## src/psr_pkg.sv

```systemverilog
package psr_pkg;

   // ------------------------------------------------------------
   // register offsets (byte addresses)
   // ------------------------------------------------------------
   localparam logic [11:0] off_periph_one = 12'h044;
   localparam logic [11:0] off_io_port    = 12'h048;

   // ------------------------------------------------------------
   // field positions
   // ------------------------------------------------------------
   localparam int pos_timer_two  = 18;
   localparam int pos_timer_one  = 17;
   localparam int pos_timer_zero = 16;
   localparam int pos_two_wire   = 12;
   localparam int pos_sync_ser   = 4;
   localparam int pos_async_one  = 1;
   localparam int pos_async_zero = 0;

   // writable bits of each register
   localparam logic [31:0] periph_one_bits = 32'h0007_1013;
   localparam logic [31:0] io_port_bits    = 32'h0000_001f;

   // ------------------------------------------------------------
   // reset values
   // ------------------------------------------------------------
   localparam logic [31:0] rst_periph_one = 32'h0000_0000;
   localparam logic [31:0] rst_io_port    = 32'h0000_0000;

   // ------------------------------------------------------------
   // carriers
   // ------------------------------------------------------------
   typedef struct packed {
      logic gp_timer_module_two_rst;
      logic gp_timer_module_one_rst;
      logic gp_timer_module_zero_rst;
      logic two_wire_unit_zero_rst;
      logic sync_serial_zero_rst;
      logic async_serial_one_rst;
      logic async_serial_zero_rst;
   } psr_periph_rst_type;

   typedef struct packed {
      logic io_port_e_rst;
      logic io_port_d_rst;
      logic io_port_c_rst;
      logic io_port_b_rst;
      logic io_port_a_rst;
   } psr_io_rst_type;

endpackage

```

## src/psr_soft_reset.sv

```systemverilog
// Chosen here: the APB register port.
`timescale 1ns/1ps
// Summary of operation
// RQ1 - writes to peripheral register pass only capability mask two bits
// RQ2 - writes to io port register pass only capability mask four bits
// RQ3 - bits 18,17,16 reset timer modules two, one, zero
// RQ4 - bit 12 resets two-wire unit, bit 4 resets synchronous serial unit
// RQ5 - bit 1 resets async serial port one, bit 0 port zero
// RQ6 - io port register bits 4..0 reset ports e, d, c, b, a
// RQ7 - unused bits are read-only and read zero
// RQ8 - software preserves unused bits on read-modify-write and ignores them
// RQ9 - both registers clear to zero on system reset
// RQ10 - a set control bit holds its peripheral in reset, clear releases
// RQ11 - a masked write bit leaves the control bit unchanged
module psr_soft_reset (
   input  wire logic                        clock,
   input  wire logic                        resetn,
   input  wire logic                        psel,
   input  wire logic                        penable,
   input  wire logic                        pwrite,
   input  wire logic [11:0]                 paddr,
   input  wire logic [31:0]                 pwdata,
   output logic      [31:0]                 prdata,
   output logic                             pready,
   output logic                             pslverr,
   input  wire logic [31:0]                 capability_mask_two,
   input  wire logic [31:0]                 capability_mask_four,
   output psr_pkg::psr_periph_rst_type      periph_rst,
   output psr_pkg::psr_io_rst_type          io_rst
);

   // ------------------------------------------------------------
   // register state
   // ------------------------------------------------------------
   logic [31:0] peripheral_soft_reset_one;
   logic [31:0] io_port_soft_reset;
   logic [31:0] next_peripheral_soft_reset_one;
   logic [31:0] next_io_port_soft_reset;
   logic [31:0] next_prdata;
   logic        access;
   logic        hit_one;
   logic        hit_io;

   // masked merge of old value and write data
   function automatic logic [31:0] masked_write(
      input logic [31:0] old_val,
      input logic [31:0] data,
      input logic [31:0] mask
   );
      masked_write = (old_val & ~mask) | (data & mask);
   endfunction

   assign access  = psel & penable;
   assign pready  = 1'b1;
   assign hit_one = (paddr == psr_pkg::off_periph_one);
   assign hit_io  = (paddr == psr_pkg::off_io_port);
   assign pslverr = access & ~hit_one & ~hit_io;

   // ------------------------------------------------------------
   // next value
   // ------------------------------------------------------------
   always_comb begin
      next_peripheral_soft_reset_one = peripheral_soft_reset_one;
      next_io_port_soft_reset        = io_port_soft_reset;
      next_prdata                    = prdata;
      if (access && pwrite && hit_one) begin
         next_peripheral_soft_reset_one = masked_write(
            peripheral_soft_reset_one, pwdata,
            capability_mask_two & psr_pkg::periph_one_bits); // RQ1 RQ7 RQ11
      end else if (access && pwrite && hit_io) begin
         next_io_port_soft_reset = masked_write(
            io_port_soft_reset, pwdata,
            capability_mask_four & psr_pkg::io_port_bits); // RQ2 RQ7 RQ11
      end
      if (psel && !penable && !pwrite) begin
         if (hit_one) begin
            next_prdata = peripheral_soft_reset_one;
         end else if (hit_io) begin
            next_prdata = io_port_soft_reset;
         end else begin
            next_prdata = 32'h0000_0000;
         end
      end
   end

   always_ff @(posedge clock or negedge resetn) begin
      if (!resetn) begin
         peripheral_soft_reset_one <= psr_pkg::rst_periph_one; // RQ9
         io_port_soft_reset        <= psr_pkg::rst_io_port; // RQ9
         prdata                    <= 32'h0000_0000;
      end else begin
         peripheral_soft_reset_one <= next_peripheral_soft_reset_one;
         io_port_soft_reset        <= next_io_port_soft_reset;
         prdata                    <= next_prdata;
      end
   end

   // ------------------------------------------------------------
   // reset outputs
   // ------------------------------------------------------------
   always_comb begin
      periph_rst.gp_timer_module_two_rst =
         peripheral_soft_reset_one[psr_pkg::pos_timer_two]; // RQ3 RQ10
      periph_rst.gp_timer_module_one_rst =
         peripheral_soft_reset_one[psr_pkg::pos_timer_one]; // RQ3
      periph_rst.gp_timer_module_zero_rst =
         peripheral_soft_reset_one[psr_pkg::pos_timer_zero]; // RQ3
      periph_rst.two_wire_unit_zero_rst =
         peripheral_soft_reset_one[psr_pkg::pos_two_wire]; // RQ4
      periph_rst.sync_serial_zero_rst =
         peripheral_soft_reset_one[psr_pkg::pos_sync_ser]; // RQ4
      periph_rst.async_serial_one_rst =
         peripheral_soft_reset_one[psr_pkg::pos_async_one]; // RQ5
      periph_rst.async_serial_zero_rst =
         peripheral_soft_reset_one[psr_pkg::pos_async_zero]; // RQ5
      io_rst = io_port_soft_reset[4:0]; // RQ6 RQ10
   end

   // ------------------------------------------------------------
   // checks
   // ------------------------------------------------------------
   a_one_reserved_zero: assert property ( // RQ7
      @(posedge clock) disable iff (!resetn)
      (peripheral_soft_reset_one & ~psr_pkg::periph_one_bits) == 32'h0)
      else $error("reserved bits set in peripheral register");

   a_io_reserved_zero: assert property ( // RQ7
      @(posedge clock) disable iff (!resetn)
      (io_port_soft_reset & ~psr_pkg::io_port_bits) == 32'h0)
      else $error("reserved bits set in io port register");

   a_one_write_mask: assert property ( // RQ1
      @(posedge clock) disable iff (!resetn)
      access && pwrite && hit_one |=>
      ((peripheral_soft_reset_one ^ $past(pwdata))
       & $past(capability_mask_two) & psr_pkg::periph_one_bits) == 32'h0)
      else $error("permitted peripheral bit not written");

   a_io_write_mask: assert property ( // RQ2
      @(posedge clock) disable iff (!resetn)
      access && pwrite && hit_io |=>
      ((io_port_soft_reset ^ $past(pwdata))
       & $past(capability_mask_four) & psr_pkg::io_port_bits) == 32'h0)
      else $error("permitted io bit not written");

   a_one_masked_hold: assert property ( // RQ11
      @(posedge clock) disable iff (!resetn)
      1'b1 |=> ((peripheral_soft_reset_one
                 ^ $past(peripheral_soft_reset_one))
                & ~$past(capability_mask_two)) == 32'h0)
      else $error("masked peripheral bit changed");

   a_io_masked_hold: assert property ( // RQ11
      @(posedge clock) disable iff (!resetn)
      1'b1 |=> ((io_port_soft_reset ^ $past(io_port_soft_reset))
                & ~$past(capability_mask_four)) == 32'h0)
      else $error("masked io bit changed");

   a_timer_two_out: assert property ( // RQ3 RQ10
      @(posedge clock) disable iff (!resetn)
      access && pwrite && hit_one
      && capability_mask_two[psr_pkg::pos_timer_two]
      |=> periph_rst.gp_timer_module_two_rst
          == $past(pwdata[psr_pkg::pos_timer_two]))
      else $error("timer two reset does not follow write");

   a_read_back: assert property ( // RQ10
      @(posedge clock) disable iff (!resetn)
      psel && !penable && !pwrite && hit_io
      |=> prdata[4:0] == $past(io_rst))
      else $error("io port read data wrong");

   // ------------------------------------------------------------
   // reset output checks
   // ------------------------------------------------------------

   a_timer_one_out: assert property ( // RQ3 RQ10
      @(posedge clock) disable iff (!resetn)
      access && pwrite && hit_one
      && capability_mask_two[psr_pkg::pos_timer_one]
      |=> periph_rst.gp_timer_module_one_rst
          == $past(pwdata[psr_pkg::pos_timer_one]))
      else $error("timer one reset does not follow write");

   a_timer_zero_out: assert property ( // RQ3 RQ10
      @(posedge clock) disable iff (!resetn)
      access && pwrite && hit_one
      && capability_mask_two[psr_pkg::pos_timer_zero]
      |=> periph_rst.gp_timer_module_zero_rst
          == $past(pwdata[psr_pkg::pos_timer_zero]))
      else $error("timer zero reset does not follow write");

   a_two_wire_out: assert property ( // RQ4 RQ10
      @(posedge clock) disable iff (!resetn)
      access && pwrite && hit_one
      && capability_mask_two[psr_pkg::pos_two_wire]
      |=> periph_rst.two_wire_unit_zero_rst
          == $past(pwdata[psr_pkg::pos_two_wire]))
      else $error("two-wire reset does not follow write");

   a_sync_ser_out: assert property ( // RQ4 RQ10
      @(posedge clock) disable iff (!resetn)
      access && pwrite && hit_one
      && capability_mask_two[psr_pkg::pos_sync_ser]
      |=> periph_rst.sync_serial_zero_rst
          == $past(pwdata[psr_pkg::pos_sync_ser]))
      else $error("sync serial reset does not follow write");

   a_async_one_out: assert property ( // RQ5 RQ10
      @(posedge clock) disable iff (!resetn)
      access && pwrite && hit_one
      && capability_mask_two[psr_pkg::pos_async_one]
      |=> periph_rst.async_serial_one_rst
          == $past(pwdata[psr_pkg::pos_async_one]))
      else $error("async one reset does not follow write");

   a_async_zero_out: assert property ( // RQ5 RQ10
      @(posedge clock) disable iff (!resetn)
      access && pwrite && hit_one
      && capability_mask_two[psr_pkg::pos_async_zero]
      |=> periph_rst.async_serial_zero_rst
          == $past(pwdata[psr_pkg::pos_async_zero]))
      else $error("async zero reset does not follow write");

   a_io_out_follow: assert property ( // RQ6 RQ10
      @(posedge clock) disable iff (!resetn)
      access && pwrite && hit_io
      |=> ((io_rst ^ $past(pwdata[4:0]))
           & $past(capability_mask_four[4:0])) == 5'h00)
      else $error("io reset outputs do not follow write");

   a_timer_zero_hold: assert property ( // RQ11
      @(posedge clock) disable iff (!resetn)
      access && pwrite && hit_one
      && !capability_mask_two[psr_pkg::pos_timer_zero]
      |=> $stable(periph_rst.gp_timer_module_zero_rst))
      else $error("masked timer zero reset changed");

   a_two_wire_hold: assert property ( // RQ11
      @(posedge clock) disable iff (!resetn)
      access && pwrite && hit_one
      && !capability_mask_two[psr_pkg::pos_two_wire]
      |=> $stable(periph_rst.two_wire_unit_zero_rst))
      else $error("masked two-wire reset changed");

   a_sync_ser_hold: assert property ( // RQ11
      @(posedge clock) disable iff (!resetn)
      access && pwrite && hit_one
      && !capability_mask_two[psr_pkg::pos_sync_ser]
      |=> $stable(periph_rst.sync_serial_zero_rst))
      else $error("masked sync serial reset changed");

   a_async_zero_hold: assert property ( // RQ11
      @(posedge clock) disable iff (!resetn)
      access && pwrite && hit_one
      && !capability_mask_two[psr_pkg::pos_async_zero]
      |=> $stable(periph_rst.async_serial_zero_rst))
      else $error("masked async zero reset changed");

   a_io_a_hold: assert property ( // RQ11
      @(posedge clock) disable iff (!resetn)
      access && pwrite && hit_io
      && !capability_mask_four[0]
      |=> $stable(io_rst.io_port_a_rst))
      else $error("masked io port a reset changed");

   // ------------------------------------------------------------
   // read path checks
   // ------------------------------------------------------------

   a_read_one: assert property ( // RQ7
      @(posedge clock) disable iff (!resetn)
      psel && !penable && !pwrite && hit_one
      |=> prdata == $past(peripheral_soft_reset_one))
      else $error("peripheral read data wrong");

   a_read_unmapped: assert property ( // RQ7
      @(posedge clock) disable iff (!resetn)
      psel && !penable && !pwrite
      && paddr != psr_pkg::off_periph_one && paddr != psr_pkg::off_io_port
      |=> prdata == 32'h0000_0000)
      else $error("unmapped read data not zero");

   a_read_reserved: assert property ( // RQ7
      @(posedge clock) disable iff (!resetn)
      (prdata & ~(psr_pkg::periph_one_bits | psr_pkg::io_port_bits))
      == 32'h0000_0000)
      else $error("reserved read bits not zero");

   a_rdata_hold: assert property ( // RQ7
      @(posedge clock) disable iff (!resetn)
      !(psel && !penable && !pwrite)
      |=> $stable(prdata))
      else $error("read data changed outside read setup");

   // ------------------------------------------------------------
   // register hold checks
   // ------------------------------------------------------------

   a_one_no_write: assert property ( // RQ1
      @(posedge clock) disable iff (!resetn)
      !(access && pwrite && hit_one)
      |=> $stable(peripheral_soft_reset_one))
      else $error("peripheral register changed without write");

   a_io_no_write: assert property ( // RQ2
      @(posedge clock) disable iff (!resetn)
      !(access && pwrite && hit_io)
      |=> $stable(io_port_soft_reset))
      else $error("io port register changed without write");

endmodule

```

## config.mk

```make
export PLATFORM = sky130hd
export DESIGN_NAME = psr_soft_reset
export DESIGN_NICKNAME = d
export VERILOG_FILES = /design/src/psr_pkg.sv /design/src/psr_soft_reset.sv
export SDC_FILE = /design/constraint.sdc
export NUM_CORES = 1
export LEC_CHECK = 0
export BUFFER_PORTS_ARGS = -buffer_cell sky130_fd_sc_hd__buf_4
export CORE_MARGIN = 1.5
export CORE_UTILIZATION = 33
export DETAILED_ROUTE_END_ITERATION = 10
export PLACE_DENSITY = 0.9
export SETUP_SLACK_MARGIN = 0.15
export SLEW_MARGIN = 20
export SYNTH_ARGS = -nofsm -noshare
export SYNTH_HDL_FRONTEND = slang
export SYNTH_SLANG_ARGS = --single-unit
```

## constraint.sdc

```tcl
create_clock -name clock -period 1.6 [get_ports clock]
set_clock_uncertainty 0.2 [all_clocks]
set_input_delay 0.08 -clock clock [delete_from_list [all_inputs] [get_ports clock]]
set_output_delay 0.08 -clock clock [all_outputs]
set_load 0.05 [all_outputs]
```

# == After elaboration in Yosys (flattened, before gate mapping) ==
# Index checks and enable logic that the tools add are counted.
# op_classes
bitwise_logic,14
n_reduce_logical,8
muxes,2
n_eq_ne,2
# op_table
operator,n
bitwise AND 32 bit,2
2-to-1 mux 32 bit,2
bitwise OR 32 bit,2
bitwise AND 32 x 19 -> 32 bit,1
bitwise AND 32 x 5 -> 32 bit,1
NOT 19 -> 32 bit,1
NOT 5 -> 32 bit,1
== test 12 x 7 -> 1 bit (second input constant),2
logical AND 1 bit,5
bitwise AND 1 bit,3
NOT 1 bit,3
zero test 1 bit,2
AND reduction 2 bit,1
# word_totals
output_inout_bits,46
register_bits,96
in_bits,113
wordCells,29

# == Logic depth before layout (Yosys ltp) ==
# Gate-level depths: netlist (run 1).
# depth
depth_word,5
depth_mapped,5
depth_no_buf,3

# == Worst setup path after synthesis (run 1) ==
# OpenSTA, ideal clock, no wires.
# synth_path
path_type,input to register
start,input paddr[7]
end,register with a tool-made name
path_stages,5
arrival_time_ps,1482
n_path_buf,2
slack_ps,-209
path_cell_list,or4b_1 buf_4 buf_6 nor4_2 mux2_1
# synth_lines
item,line_no,text
"start, declared",psr_soft_reset.sv:21,"input wire logic [11:0] paddr,"

==> results.json, run 1 <==
{
  "met2_usage_pct": 31.3,
  "hpwl_mm": 2.49,
  "outcome": "complete, but fails checks",
  "maxCapViolCount": 0,
  "rr_worst_depth": 2,
  "switchingPower_uw": 405,
  "critPathLaunch": "paddr[7]",
  "r2r-end": "prdata[4]$_DFFE_PN0P_",
  "die_w_microns": 67.1,
  "vias_per_cell": 4.91,
  "first_pass_iters": 4,
  "reg2reg_from": "prdata[4]$_DFFE_PN0P_",
  "cts_tree": "yes",
  "area_delta_synth_final_pct": 70.1,
  "hold_class": "primary input to async pin",
  "power_frac_seq_pct": 43.0,
  "grtUsageTotal_pct": 17.6,
  "path_clk_slew_ps": 80,
  "rrSetupSlack_ps": 500,
  "arrival_ps": 1580,
  "drc": 0,
  "synth_top_area_share_pct": 38.7,
  "core_sq_um": 3970,
  "clk_path_buf_depth": 2,
  "die_h_microns": 67.1,
  "required_ps": 1550,
  "finalPower_uw": 1230,
  "fin_ws_ps": -22.3,
  "gr-total-overflow": 0,
  "ios": 159,
  "p_leak_uw": 0.00121,
  "finalHoldViolCount": 0,
  "ys_warn_count": 0,
  "rsz0062_at_grt": "true",
  "stdcell_count": 248,
  "grt_pass1_vias": 1180,
  "netlist_area_sq_um": 1360,
  "clk_latency_ps": 260,
  "start_util_pct": 34.2,
  "drv_slew": 0,
  "drive_gt1_share_pct": 58.6,
  "synth-seq-area-share_pct": 38.7,
  "antennaDiodeCount": 0,
  "clkSinkCount": 21,
  "grt_pass1_wl_mm": 5.84,
  "violations": "setup timing",
  "critPathLaunchType": "primary input",
  "layout.nets": 312,
  "clockRootBuffer": "clkbuf_8",
  "place.gp.congestion": 0.752,
  "crit_path_end_kind": "register",
  "syn_area_per_cell_sq_um": 11.8,
  "busiest_layer": "met2",
  "grt_use_met1_pct": 21.4,
  "numCtsBuffers": 3,
  "synth.largest_area_cell": "dfrtp_1",
  "routedWlPerCell_microns": 17.1,
  "fin_crit_ps": 1620,
  "power.density_nw_per_um2": 535,
  "power_frac_clock_pct": 28.8,
  "synthTopCellsByArea": "dfrtp_1, buf_4, mux2_1, nor4_2, nor4_4",
  "drtIter0Drc": 25,
  "rows": 23,
  "synthCells": 115,
  "ir_drop_uv": 268,
  "sw_frac_of_total_pct": 32.8,
  "dp_cells": 223,
  "fmax_mhz": 616,
  "ant_nets": 0,
  "die-area_sq_um": 4500,
  "p_int_uw": 828,
  "vias": 1217,
  "antenna_found_initial": 0,
  "min_period_over_period_pct": 101,
  "io_buffers": 59,
  "cts_max_level": 1,
  "grtUsageMet3_pct": 1.86,
  "crit_fanout": 6,
  "combPwrFrac_pct": 28.2,
  "synthDistinctLibCells": 22,
  "ys_ff_latch": 21,
  "finalSetupViolCount": 7,
  "grt_max_degree": 22,
  "drt-total-wl_mm": 4.25,
  "critPathKind": "primary input to register"
}
==> worst max-delay path: stages <==
cell	delay [ps]
buf_8	100
or4b_4	600
buf_12	180
nor4_4	290
mux2_4	330
==> synthesized netlist by cell type <==
master / n
conb_1: 2
a211oi_1: 1
nor4_1: 3
nor4_2: 7
mux2_2: 3
nand4_1: 12
a22o_1: 6
mux2_1: 9
or4_4: 1
nor4_4: 4
dfrtp_1: 21
a221o_1: 3
and2_0: 3
buf_6: 2
buf_2: 2
or4b_1: 3
nand2_1: 1
or3b_1: 1
buf_12: 1
nor2_1: 1
clkbuf_1: 4
buf_4: 25
==> routing by layer <==
metal  wire (microns)  vias to the layer above
li1                 -                      555
met1             1670                      585
met2             2160                       66
met3              289                       11
met4              125                        0
met5                0                        -
==> worst min-delay path by stage <==
stage	slack (ps)	depth (start not counted)	end	startpoint
floorplan	-420	0	async pin	resetn
global placement	-220	1	prdata[18]$_DFFE_PN0P_	resetn
detailed placement	-220	1	prdata[18]$_DFFE_PN0P_	resetn
CTS	40	2	prdata[18]$_DFFE_PN0P_	resetn
global route	60	2	prdata[18]$_DFFE_PN0P_	resetn
finish	30	2	prdata[12]$_DFFE_PN0P_	resetn
==> layout by cell type, fill, tap and decap left out, drive strengths merged <==
cell type and instances:
a211oi 1, mux2 12, and2 3, or4b 4
dlygate4sd3 10, nand2 1, buf 80, clkinv 1
dfrtp 21, a221o 3, or4 1, conb 24
nand4 12, clkbuf 3, nor2 1, nor4 14
a22o 6, or3b 1
==> logic make-up after synthesis <==
group	synth area share (%)
buf+inv	18.8
other cells	0.554
simple gates	25.3
flops	38.7
compound gates	6.64
mux	9.96
==> layout make-up <==
cell class              instances  area [sq um]
clock buffers                   3          41.3
clock inverters                 1          5.00
fillers                       329          1660
multi-input cells              83           838
flip-flops and latches         21           526
well taps                      50          62.6
repair buffers                 90           835
==> repair_timing <==
action | CTS | global route
resized for setup | 26 | 21
gates cloned | 3 | 0
pin swaps | 10 | 11
buffers inserted | 4 | 4
endpoints found under the setup margin | 22 | 22
endpoints found under the hold margin | 33 | 0
hold buffers | 10 | 0
==> stage by stage <==
step / TNS, ps / hold WS, ps / instance area [sq um] / setup slack (ps) / utilization, %
floorplan: -2080 / -416 / 1450 / -203 / -
global placement: -4720 / -223 / 1790 / -293 / 45.1
detailed placement: -5330 / -220 / 1790 / -316 / 45.1
CTS: -60.5 / 35.8 / 2150 / -16.8 / 54.1
global route: -482 / 62.4 / 2310 / -64.6 / 58.1
finish: -95.4 / 34.5 / 2310 / -22.3 / 58.1
==> power groups by stage <==
stage,clock (uW),combinational (uW),sequential [uW]
2_1_floorplan,0,220,542
3_3_place_gp,0,272,541
3_5_place_dp,0,274,541
4_1_cts,360,324,531
5_1_grt,379,368,531
6_report,355,348,531
Power figures use the tool's default switching activity.
==> run 2: changes to the inputs <==
--- a/config.mk
+++ b/config.mk
@@ -11,6 +11,7 @@
 export DETAILED_ROUTE_END_ITERATION = 10
 export PLACE_DENSITY = 0.9
 export SETUP_SLACK_MARGIN = 0.15
+export SKIP_LAST_GASP = 1
 export SLEW_MARGIN = 20
 export SYNTH_ARGS = -nofsm -noshare
 export SYNTH_HDL_FRONTEND = slang
==> run 2 against run 1 <==
  * The flow still finishes with violations (setup timing)
  * Worst setup slack better by 4.3 ps
  * Wire length is 1.5% lower
  * Register-to-register slack hardly changed
  * Final cell count is 0.81% higher
  * Total power is 0.14% lower
  * First-iteration DRC count is 100% higher
  * Non-clock buffer count is 2 higher
  * Maximum frequency is 0.27% higher
  * Via count is 0.90% lower
  * Core utilization is 0.19 points higher
  * Critical path depth stayed put
  * Sequential share of layout area is 0.074 points lower
==> results.json, run 2 (synthesis gave the netlist of run 1 again) <==
{
  "start_util_pct": 34.2,
  "core_sq_um": 3970,
  "maxCapViolCount": 0,
  "io_buffers": 59,
  "die-area_sq_um": 4500,
  "area_delta_synth_final_pct": 70.7,
  "fmax_mhz": 618,
  "n_fill_cell": 327,
  "clockRootBuffer": "clkbuf_8",
  "reg2reg_from": "prdata[4]$_DFFE_PN0P_",
  "die_w_microns": 67.1,
  "path_delay_family": "simple AND/OR/NAND/NOR gates",
  "final_util_pct": 58.3,
  "fin_crit_ps": 1620,
  "crit_path_end_kind": "register",
  "critPathLaunch": "paddr[7]",
  "outcome": "complete, but fails checks",
  "ios": 159,
  "critPathLaunchType": "primary input",
  "critPathKind": "primary input to register",
  "dp_cells": 223,
  "numCtsBuffers": 3,
  "drtIter0Drc": 51,
  "place_ws_ps": -316,
  "path_clk_slew_ps": 80,
  "grt_pass1_vias": 1178,
  "die_h_microns": 67.1,
  "crit_fanout": 4,
  "drv_slew": 0,
  "hold_class": "primary input to async pin",
  "place_area_sq_um": 1790,
  "p_leak_uw": 0.00122,
  "path_buf_inv": 2,
  "drc": 0,
  "regArea_sq_um": 526,
  "required_ps": 1550,
  "cts_max_level": 1,
  "critPathMaxStageDelay_ps": 580,
  "rsz0062_at_grt": "true",
  "ant_nets": 0,
  "antennaDiodeCount": 0,
  "clkSinkCount": 21,
  "grt_pass1_wl_mm": 5.69,
  "layout.nets": 314,
  "min_period_over_period_pct": 101,
  "ir_drop_uv": 266,
  "first_pass_iters": 4,
  "drt-total-wl_mm": 4.18,
  "rows": 23,
  "stdcell_count": 250,
  "place.gp.congestion": 0.752,
  "finalSetupViolCount": 7,
  "power.density_nw_per_um2": 532,
  "final_cell_mix": "buf_4, conb_1, dfrtp_1",
  "r2r-end": "prdata[4]$_DFFE_PN0P_",
  "gr-total-overflow": 0,
  "vias_per_cell": 4.82,
  "crit_chain": "buf_8 > or4b_4 > buf_4 > nor4_4 > mux2_4",
  "fin_ws_ps": -18.0,
  "grt_max_degree": 22,
  "clk_latency_ps": 260,
  "rr_worst_depth": 2,
  "arrival_ps": 1570,
  "finalHoldViolCount": 0,
  "hpwl_mm": 2.49,
  "clk_path_buf_depth": 2,
  "drive_gt1_share_pct": 59.0,
  "setup-tns-final_ps": -79.8,
  "final_cell_area_sq_um": 2310,
  "crit_cells": 5,
  "violations": "setup timing",
  "vias": 1206,
  "cts_tree": "yes",
  "antenna_found_initial": 0,
  "critPathSlowestCell": "or4b_4",
  "grtUsageTotal_pct": 17.0,
  "final_common_cell": "buf_4",
  "multi_input_area_sq_um": 838,
  "routedWlPerCell_microns": 16.7,
  "rrSetupSlack_ps": 500
}
run 2: changes by cell type in the layout (fill, tap and decap cells not counted):
cell,before,now
buf_4,59,63
buf_6,15,13
run 2: power by group:
group / switching, uW / internal, uW / leakage [uW]
registers: 0.184 / 530 / 0.000294
clock network: 179 / 174 / 0.0000255
logic: 224 / 125 / 0.000898
total: 403 / 829 / 0.00122
run 2: worst min-delay path by stage:
stage,cells after the start,from,end
finish,2,resetn,prdata[18]$_DFFE_PN0P_
global route,2,resetn,prdata[18]$_DFFE_PN0P_
CTS,2,pwdata[0],register
detailed placement,1,resetn,prdata[18]$_DFFE_PN0P_
global placement,1,resetn,prdata[18]$_DFFE_PN0P_
floorplan,0,resetn,async pin
run 2: what timing repair did:
item	4_1_cts	5_1_grt
endpoints found under the hold margin	33	2
setup endpoints to repair	22	22
cloned	3	0
buffers inserted	4	6
pin swaps	10	9
gates resized for setup	20	25
hold buffers	9	1
run 2: routing by layer:
layer	up-vias	global-route usage (%)	wire [microns]
li1	558	-	-
met1	587	20.4	1710
met2	54	29.8	2150
met3	7	2.20	244
met4	0	8.42	74
met5	-	0	0
run 2: final cells by class:
class                   instances  share of cell area, %
clock buffers                   3                   1.78
multi-input cells              83                   36.2
repair buffers                 92                   36.4
clock inverters                 1                  0.216
well taps                      50                   2.70
flip-flops and latches         21                   22.7
run 2: worst reg2reg max path, cell delays in order, from the launching register on:
cell and delay (ps):
dfrtp_1 390, and2_0 140, a221o_1 260
run 2: through the flow:
| step | total power [uW] | hold slack (ps) |
|---|---|---|
| after detailed placement | 815 | -220 |
| after global routing | 1270 | 59.6 |
| after CTS | 1210 | -163 |
| after floorplan | 762 | -416 |
| after global placement | 813 | -223 |
| final | 1230 | 30.4 |
